**src/frp_pkg.sv**
```systemverilog
// Purpose: Shared types and constants for the flash readout protection gate
// Assumes: 1 MB main array of 8 KB pages, 512 byte OTP in 16 byte rows
// Notes:   Level codes are fixed so option bytes map directly onto them
package frp_pkg;

	// ----------------------------------------------------------------
	// Protection levels
	// ----------------------------------------------------------------
	typedef logic [1:0] frp_lvl_t;
	localparam frp_lvl_t LVL_0 = 2'h0;
	localparam frp_lvl_t LVL_05 = 2'h1;
	localparam frp_lvl_t LVL_1 = 2'h2;
	localparam frp_lvl_t LVL_2 = 2'h3;
	localparam frp_lvl_t LVL_RST = LVL_2;

	// ----------------------------------------------------------------
	// Address layout
	// ----------------------------------------------------------------
	localparam int ADDR_W = 20;
	localparam int PAGE_LSB = 13;
	localparam int PAGE_W = 7;
	localparam int OTP_ROW_LSB = 4;
	localparam int OTP_ROW_W = 5;
	localparam int OTP_ROWS = 32;
	localparam int PWD_W = 32;

	typedef logic [PAGE_W-1:0] frp_page_t;
	typedef logic [PWD_W-1:0] frp_pwd_t;

	// ----------------------------------------------------------------
	// Request kinds
	// ----------------------------------------------------------------
	typedef enum logic [1:0] {OP_READ, OP_WRITE, OP_ERASE} frp_op_e;
	typedef enum logic [1:0] {AREA_MAIN, AREA_SYS, AREA_OPT, AREA_OTP} frp_area_e;
	typedef enum logic [1:0] {SRC_USER, SRC_DEBUG, SRC_RAMBOOT, SRC_LOADER} frp_src_e;
	typedef enum logic [1:0] {BOOT_FLASH, BOOT_SRAM, BOOT_LOADER} frp_boot_e;

	// ----------------------------------------------------------------
	// Carriers
	// ----------------------------------------------------------------
	typedef struct packed {
		logic valid;
		frp_op_e op;
		frp_area_e area;
		frp_src_e src;
		logic secure;
		logic [ADDR_W-1:0] addr;
	} frp_req_s;

	typedef struct packed {
		logic grant;
		logic err;
	} frp_rsp_s;

	typedef struct packed {
		logic en;
		frp_page_t first;
		frp_page_t last;
	} frp_wpa_s;

	typedef struct packed {
		frp_lvl_t level;
		logic pwd_guard;
		frp_pwd_t pwd;
		logic key_set;
		frp_pwd_t key;
		frp_wpa_s wpa0;
		frp_wpa_s wpa1;
	} frp_opt_s;

	typedef struct packed {
		logic valid;
		frp_lvl_t target;
		logic auth_port;
		frp_pwd_t pwd;
	} frp_dg_s;

endpackage

```
**src/frp_gate.sv**
```systemverilog
// Purpose: Decides whether each flash read, write or erase may proceed
// Assumes: Option bytes are stable on opt_i when reset is released
// Notes:   Grant and error are combinational; level changes only by downgrade
//
// What this block does
// [RULE1] Level field encodes 0, 0.5, 1 and 2; level 0 restricts nobody.
// [RULE2] Level 0.5 is accepted only with the security extension enabled.
// [RULE3] Level 0.5 allows all non-secure reads and writes unless write protected.
// [RULE4] Level 0.5 rejects debug accesses to secure flash, non-secure remain allowed.
// [RULE5] Level 1 blocks flash with debugger connected or SRAM/loader boot selected.
// [RULE6] Level 1 with security extension keeps non-secure debug, refuses SRAM boot.
// [RULE7] Downgrade from level 1 needs the correct password when guarded.
// [RULE8] Level 2 disables debug, RAM boot and loader boot.
// [RULE9] Without secret key level 2 is permanent and debug stays disabled.
// [RULE10] With secret key, debug authentication allows downgrade from 2 to 1.
// [RULE11] Two page aligned write protected areas refuse program and erase.
// [RULE12] Downgrade from 1 to 0 erases the whole main array.
// [RULE13] Downgrade from 1 to 0.5 or 0 clears backup registers.
// [RULE14] Downgrade from 1 to 0.5 or 0 clears every SRAM.
// [RULE15] Each OTP row takes one programming operation, later writes refused; the code clears the used marks at reset.
// [RULE16] Requests judged combinationally; refused ones answer with an error.
// [RULE17] Level and protected areas load at reset; areas held until next reset, level until downgrade.
`timescale 1ns/100ps
module frp_gate
	import frp_pkg::*;
(
	// Clock and reset
	input wire logic clk_sys_i,
	input wire logic rst_i,
	// Option bytes and straps
	input wire frp_opt_s opt_i,
	input wire logic security_extension_enable_i,
	input wire frp_boot_e boot_sel_i,
	input wire logic dbg_connected_i,
	// Access request and answer
	input wire frp_req_s req_i,
	output frp_rsp_s rsp_o,
	// Downgrade request
	input wire frp_dg_s dg_i,
	input wire logic erase_done_i,
	output logic dg_done_o,
	output logic dg_fail_o,
	output logic busy_o,
	// Erase and clear strobes
	output logic mass_erase_o,
	output logic bkp_clear_o,
	output logic sram_clear_o,
	// Status
	output frp_lvl_t readout_protection_level_o,
	output logic dbg_ns_en_o,
	output logic dbg_s_en_o,
	output logic dbg_auth_en_o,
	output logic boot_ok_o
);

	// ----------------------------------------------------------------
	// State
	// ----------------------------------------------------------------
	typedef enum logic [1:0] {DG_IDLE, DG_ERASE, DG_CLEAR, DG_DONE} frp_dg_e;

	frp_dg_e dg_state_r;
	frp_lvl_t level_r;
	frp_lvl_t dg_tgt_r;
	logic load_r;
	logic security_extension_enable_r;
	logic pwd_guard_r;
	frp_pwd_t pwd_r;
	logic key_set_r;
	frp_pwd_t key_r;
	frp_wpa_s wpa0_r;
	frp_wpa_s wpa1_r;
	logic [OTP_ROWS-1:0] otp_used_r;
	logic wrp_hit;
	logic busy;
	logic grant;
	logic [OTP_ROW_W-1:0] otp_row;

	// True when the page falls inside an enabled protected area
	function automatic logic in_area(frp_page_t pg, frp_wpa_s a);
		in_area = a.en && (pg >= a.first) && (pg <= a.last);
	endfunction

	// ----------------------------------------------------------------
	// Option load after reset release
	// ----------------------------------------------------------------
	// Load pending flag, set by reset and cleared on the first edge
	always_ff @(posedge clk_sys_i or posedge rst_i) begin
		if (rst_i) begin
			load_r <= 1'b1;
		end else begin
			load_r <= 1'b0;
		end
	end

	// Option copies held constant until next reset
	always_ff @(posedge clk_sys_i or posedge rst_i) begin
		if (rst_i) begin
			security_extension_enable_r <= 1'b0;
			pwd_guard_r <= 1'b1;
			pwd_r <= '0;
			key_set_r <= 1'b0;
			key_r <= '0;
			wpa0_r <= '0;
			wpa1_r <= '0;
		end else if (load_r) begin
			security_extension_enable_r <= security_extension_enable_i; // see [RULE17]
			pwd_guard_r <= opt_i.pwd_guard;
			pwd_r <= opt_i.pwd;
			key_set_r <= opt_i.key_set;
			key_r <= opt_i.key;
			wpa0_r <= opt_i.wpa0; // see [RULE11]
			wpa1_r <= opt_i.wpa1;
		end
	end

	// Level register: loaded once, then changed only by a finished downgrade
	always_ff @(posedge clk_sys_i or posedge rst_i) begin
		if (rst_i) begin
			level_r <= LVL_RST;
		end else if (load_r) begin
			if (opt_i.level == LVL_05 && !security_extension_enable_i) begin
				level_r <= LVL_1; // see [RULE2]
			end else begin
				level_r <= opt_i.level; // see [RULE1] [RULE17]
			end
		end else if (dg_state_r == DG_DONE) begin
			level_r <= dg_tgt_r;
		end
	end

	// ----------------------------------------------------------------
	// Downgrade sequencer
	// ----------------------------------------------------------------
	// Checks the request, then erases, clears and commits in that order
	always_ff @(posedge clk_sys_i or posedge rst_i) begin
		if (rst_i) begin
			dg_state_r <= DG_IDLE;
			dg_tgt_r <= LVL_RST;
		end else begin
			unique case (dg_state_r)
				DG_IDLE: begin
					if (dg_i.valid && !load_r) begin
						dg_tgt_r <= dg_i.target;
						if (level_r == LVL_1 && (!pwd_guard_r || dg_i.pwd == pwd_r)) begin // see [RULE7]
							if (dg_i.target == LVL_0) begin
								dg_state_r <= DG_ERASE; // see [RULE12]
							end else if (dg_i.target == LVL_05 && security_extension_enable_r) begin
								dg_state_r <= DG_CLEAR; // see [RULE2]
							end
						end else if (level_r == LVL_2 && key_set_r && dg_i.auth_port
							&& dg_i.target == LVL_1 && dg_i.pwd == key_r) begin
							dg_state_r <= DG_DONE; // see [RULE9] [RULE10]
						end
					end
				end
				DG_ERASE: begin
					if (erase_done_i) begin
						dg_state_r <= DG_CLEAR;
					end
				end
				DG_CLEAR: begin
					dg_state_r <= DG_DONE;
				end
				DG_DONE: begin
					dg_state_r <= DG_IDLE;
				end
			endcase
		end
	end

	// Failure strobe for a refused downgrade request
	always_ff @(posedge clk_sys_i or posedge rst_i) begin
		if (rst_i) begin
			dg_fail_o <= 1'b0;
		end else begin
			dg_fail_o <= 1'b0;
			if (dg_state_r == DG_IDLE && dg_i.valid && !load_r) begin
				dg_fail_o <= 1'b1;
				if (level_r == LVL_1 && (!pwd_guard_r || dg_i.pwd == pwd_r)
					&& (dg_i.target == LVL_0 || (dg_i.target == LVL_05 && security_extension_enable_r))) begin
					dg_fail_o <= 1'b0;
				end
				if (level_r == LVL_2 && key_set_r && dg_i.auth_port
					&& dg_i.target == LVL_1 && dg_i.pwd == key_r) begin
					dg_fail_o <= 1'b0;
				end
			end
		end
	end

	// Sequencer strobes
	assign mass_erase_o = (dg_state_r == DG_ERASE); // see [RULE12]
	assign bkp_clear_o = (dg_state_r == DG_CLEAR) && (dg_tgt_r != LVL_1); // see [RULE13]
	assign sram_clear_o = (dg_state_r == DG_CLEAR) && (dg_tgt_r != LVL_1); // see [RULE14]
	assign dg_done_o = (dg_state_r == DG_DONE);
	assign busy = load_r || (dg_state_r != DG_IDLE);
	assign busy_o = busy;

	// ----------------------------------------------------------------
	// Access decision
	// ----------------------------------------------------------------
	assign wrp_hit = in_area(req_i.addr[PAGE_LSB +: PAGE_W], wpa0_r)
		|| in_area(req_i.addr[PAGE_LSB +: PAGE_W], wpa1_r);
	assign otp_row = req_i.addr[OTP_ROW_LSB +: OTP_ROW_W];

	// Judges the current request against level, source, boot and areas
	always_comb begin
		logic ext;
		ext = 1'b0;
		grant = 1'b1;
		ext = (req_i.src != SRC_USER);
		unique case (level_r)
			LVL_0: begin
				grant = 1'b1; // see [RULE1]
			end
			LVL_05: begin
				if (req_i.src == SRC_DEBUG && req_i.secure) begin
					grant = 1'b0; // see [RULE4]
				end
			end
			LVL_1: begin
				if (req_i.area == AREA_MAIN && (ext || dbg_connected_i || boot_sel_i != BOOT_FLASH)) begin
					grant = 1'b0; // see [RULE5]
				end
				if (req_i.src == SRC_RAMBOOT && security_extension_enable_r) begin
					grant = 1'b0; // see [RULE6]
				end
			end
			LVL_2: begin
				if (ext) begin
					grant = 1'b0; // see [RULE8]
				end
				if (req_i.area == AREA_OPT && req_i.op != OP_READ) begin
					grant = 1'b0;
				end
			end
		endcase
		if (req_i.area == AREA_MAIN && req_i.op != OP_READ && wrp_hit) begin
			grant = 1'b0; // see [RULE3] [RULE11]
		end
		if (req_i.area == AREA_SYS && req_i.op != OP_READ) begin
			grant = 1'b0;
		end
		if ((req_i.area == AREA_OPT || req_i.area == AREA_OTP) && req_i.op == OP_ERASE) begin
			grant = 1'b0;
		end
		if (req_i.area == AREA_OTP && req_i.op == OP_WRITE && otp_used_r[otp_row]) begin
			grant = 1'b0; // see [RULE15]
		end
		if (busy) begin
			grant = 1'b0;
		end
	end

	// Answer: grant on success, error on a refused valid request
	assign rsp_o.grant = req_i.valid && grant; // see [RULE16]
	assign rsp_o.err = req_i.valid && !grant; // see [RULE16]

	// OTP rows marked used by their first granted write
	always_ff @(posedge clk_sys_i or posedge rst_i) begin
		if (rst_i) begin
			otp_used_r <= '0;
		end else if (rsp_o.grant && req_i.area == AREA_OTP && req_i.op == OP_WRITE) begin
			otp_used_r[otp_row] <= 1'b1; // see [RULE15]
		end
	end

	// ----------------------------------------------------------------
	// Debug and boot permissions
	// ----------------------------------------------------------------
	// Registered from level, security extension and boot selection
	always_ff @(posedge clk_sys_i or posedge rst_i) begin
		if (rst_i) begin
			dbg_ns_en_o <= 1'b0;
			dbg_s_en_o <= 1'b0;
			dbg_auth_en_o <= 1'b0;
			boot_ok_o <= 1'b0;
		end else begin
			dbg_ns_en_o <= (level_r != LVL_2); // see [RULE6] [RULE8]
			dbg_s_en_o <= (level_r == LVL_0);
			dbg_auth_en_o <= (level_r == LVL_2) && key_set_r; // see [RULE9]
			unique case (level_r)
				LVL_0, LVL_05: boot_ok_o <= 1'b1;
				LVL_1: boot_ok_o <= !(security_extension_enable_r && boot_sel_i == BOOT_SRAM); // see [RULE6]
				LVL_2: boot_ok_o <= (boot_sel_i == BOOT_FLASH); // see [RULE8]
			endcase
		end
	end

	assign readout_protection_level_o = level_r;

endmodule // frp_gate

```
**config.mk**
```make
export PLATFORM = sky130hd
export DESIGN_NAME = frp_gate
export DESIGN_NICKNAME = d
export VERILOG_FILES = /design/src/frp_pkg.sv /design/src/frp_gate.sv
export SDC_FILE = /design/constraint.sdc
export NUM_CORES = 1
export LEC_CHECK = 0
export BUFFER_PORTS_ARGS = -buffer_cell sky130_fd_sc_hd__buf_2
export CAP_MARGIN = 10
export CORE_UTILIZATION = 45
export DETAILED_ROUTE_END_ITERATION = 7
export GPL_TIMING_DRIVEN = 0
export PLACE_DENSITY = 0.78
export RECOVER_POWER = 50
export SYNTH_ARGS = -nofsm -noshare
export SYNTH_HDL_FRONTEND = slang
export SYNTH_SLANG_ARGS = --single-unit
export TNS_END_PERCENT = 20
```
**constraint.sdc**
```tcl
create_clock -name clk_sys_i -period 5.3 [get_ports clk_sys_i]
set_clock_uncertainty 0.2 [all_clocks]
set_input_delay 0.265 -clock clk_sys_i [delete_from_list [all_inputs] [get_ports clk_sys_i]]
set_output_delay 0.265 -clock clk_sys_i [all_outputs]
set_load 0.05 [all_outputs]
```
==> results.py <==
metrics = {
    "clock_network": {
        "numCtsBuffers": 17,
        "cts_hold_buf": 105,
        "tritoncts": "built",
        "htree_levels": 4,
        "clock_path_buffers": 2,
        "clk_latency_ns": 0.41,
        "cts-resized-gates": 0,
        "cts-root-buf": "clkbuf_16",
        "clk_pin_slew_ns": 0.06,
        "cts.sinks": 141,
        "cts_setup_buffers": 0,
    },
    "yosys": {
        "synth_top_area_cell": "dfrtp_1",
        "synth-async-reset-ratio": 1.00,
        "synth-edff-count": 0,
        "ys_ff_latch": 141,
        "syn_inst": 600,
        "syn_area_sq_um": 7110,
        "synth_flop_cell": "dfrtp_1",
        "yosys_warnings": 0,
        "yosysUniqueCellTypes": 57,
        "yosys.area.top_type_share": 0.475,
        "synth-seq-area-share": 0.498,
        "synth.avg_cell_area_sq_um": 11.8,
        "yosys-top-cells-area": "dfrtp_1 (48%), mux2_2 (12%), xor2_1 (7.1%), ha_1 (5.6%), mux4_2 (2.5%)",
        "synth_nets": 801,
    },
    "global_route": {
        "grt_max_degree": 77,
        "antenna_found_initial": 1,
        "grt-ovfl-total": 0,
        "grt_pass1_vias": 6359,
        "grtUsageTotal": 0.258,
        "grt_pass1_wl_um": 31800,
    },
    "timing": {
        "setup_viol": 0,
        "max_freq_ghz": 0.314,
        "slew_headroom": -1.04,
        "tightest_slew_ns": 3.04,
        "whs_ns": 0.0488,
        "timing.final.crit_share": 0.602,
        "maxSlewViolCount": 66,
        "hold_viol_final": 0,
        "fin_crit_ns": 3.19,
        "rsz0062_at_grt": "false",
    },
    "floorplanning": {
        "rows": 45,
        "die-area_sq_um": 16300,
        "start_util": 0.464,
        "die_h_um": 128,
        "pin_count": 183,
        "die_w_um": 128,
        "core_area_sq_um": 15300,
    },
    "outcome": {
        "status": "finished, violations left",
        "violations": "capacitance limit, slew limit",
    },
    "drt": {
        "drtAntennaViolNets": 0,
        "drc": 0,
        "vias": 5761,
        "firstDrtPassIters": 5,
        "vias_per_cell": 5.14,
        "avgRoutedWirePerCell_um": 17.8,
        "drt_iter0_drc": 240,
        "drt_wl_total_um": 20000,
    },
    "pwr": {
        "peakVddDrop_v": 0.000217,
        "p_leak_nw": 4.71,
        "p_per_area_nw_per_um2": 322,
    },
    "layout": {
        "fin_cells": 1121,
        "nets": 1100,
        "antennaDiodeCount": 0,
        "area_growth_pct": 39.3,
        "layout_common_cells": "buf_2 (171), dfrtp_1 (135), dlygate4sd3_1 (105)",
        "drive_gt1_frac": 0.325,
        "final_common_cell": "buf_2",
        "fin_util": 0.647,
        "finalInstanceArea_sq_um": 9900,
    },
    "setup_path": {
        "crit_path_max_incr_delay_ns": 0.41,
        "reg2reg_from": "readout_protection_level_o[0]",
        "cp_slowest_cell": "a32oi_1",
        "critPathLaunch": "wpa0_r[7]",
        "required_ns": 4.84,
        "crit_type": "flip-flop to primary output",
        "cp_max_fo": 2,
        "cp_cell_sequence": "ha_1 > nand2b_1 > a21o_1 > a21o_1 > a21oi_1 > o21ai_0 > a32oi_1 > o211a_1 > buf_2",
        "path_delay_family": "compound AO/OA/AOI/OAI gates",
        "cp_data_arrival_time_ns": 2.72,
        "path_common_cell": "a21o_1",
        "worstSetupEndpointType": "primary output",
        "rrSetupSlack_ns": 2.30,
        "cp-start-kind": "flip-flop",
        "critPathBufInv": 1,
    },
    "placement": {
        "routabilityCongestion": 0.849,
        "hpwl_um": 13200,
        "portBuffers": 174,
        "dp.cells": 986,
        "dpl_cell_area_sq_um": 8270,
    },
    "min_path": {
        "worst_hold_startpoint": "req_i[6]",
        "min_path_type": "primary input to flip-flop",
    },
    "job": {
        "cap_violations": 1,
    },
}
-- report_power, final --
group	internal, mW	switching, mW
logic	0.324	0.408
registers	1.19	0.0769
clock network	0.751	0.436
total	2.27	0.921
-- metrics by stage --
step	worst slack [ns]	total power, mW	TNS [ns]
floorplan	1.06	1.73	0
global placement	-0.582	1.93	-77.09
detailed placement	2.33	1.95	0
CTS	2.13	3.20	0
global route	1.97	3.33	0
finish	2.11	3.19	0
-- path summary, 6_finish.rpt --
check | end | cells after the start
setup reg to reg | dg_state_r[1] | 7
setup / recovery | rsp_o[1] | 9
min in group asynchronous | key_r[14] | 3
hold reg to reg | otp_used_r[4] | 1
max in group asynchronous | wpa0_r[10] | 3
hold / removal | otp_used_r[16] | 3
-- cell usage after synthesis (2+ instances only) --
cell type / n
dfrtp_1: 135
mux2_2: 75
xor2_1: 58
inv_1: 36
nand2_1: 35
ha_1: 32
o21ai_0: 32
o21bai_1: 24
a21o_1: 15
clkbuf_1: 15
nor4_1: 15
a21oi_1: 12
nor2_1: 12
mux4_2: 8
nand4_1: 8
nor2b_1: 7
dfstp_2: 6
xnor2_1: 6
nand3_1: 5
a22oi_1: 4
nand3b_1: 4
a211oi_1: 3
and3_1: 3
buf_1: 3
mux2i_1: 3
nand2b_1: 3
nor3_1: 3
o21a_1: 3
a31oi_1: 2
and2_1: 2
and3b_1: 2
buf_2: 2
nand4b_1: 2
o31ai_1: 2
-- worst reg2reg max path, cell delays in order (launching register included) --
cell and delay (ns):
dfstp_1 0.73, and3_1 0.28, nand4_1 0.12, or4_4 0.51
o41ai_2 0.32, a21oi_1 0.10, a221oi_2 0.28, mux2_1 0.36
-- layer usage --
metal,vias to the layer above,share of wire,global-route usage
met1,2801,0.41,0.296
met2,209,0.51,0.464
met3,42,0.054,0.0622
li1,2709,-,-
met4,0,0.023,0.102
met5,-,0,0
-- registers in the layout, indices dropped and copies added, names as in the netlist, 2 cells and up --
| register | cells |
|---|---|
| wpa0_r | 15 |
| dg_tgt_r | 2 |
| readout_protection_level_o | 2 |
| otp_used_r | 32 |
| key_r | 32 |
| pwd_r | 32 |
| dg_state_r | 2 |
| wpa1_r | 15 |
-- area by class of cell --
type / count / area, sq um
multi-input combinational: 402 / 3350
buffer: 21 / 85.1
clock buffer: 25 / 505
sequential: 141 / 3540
clock inverter: 5 / 81.3
inverter: 36 / 136
timing repair buffer: 280 / 1940
fill: 1151 / 5410
tap: 211 / 264
-- cell families after synthesis --
family	Yosys count	share of synthesized area
flip-flops	141	0.498
AND/OR/NAND/NOR	110	0.0838
AO/OA/AOI/OAI	108	0.102
multiplexers	87	0.150
XOR/XNOR	64	0.0789
buffers and inverters	57	0.0310
adder cells (fa/ha/maj)	32	0.0563
other	1	0.000528
(Power assumes the default switching activity.)
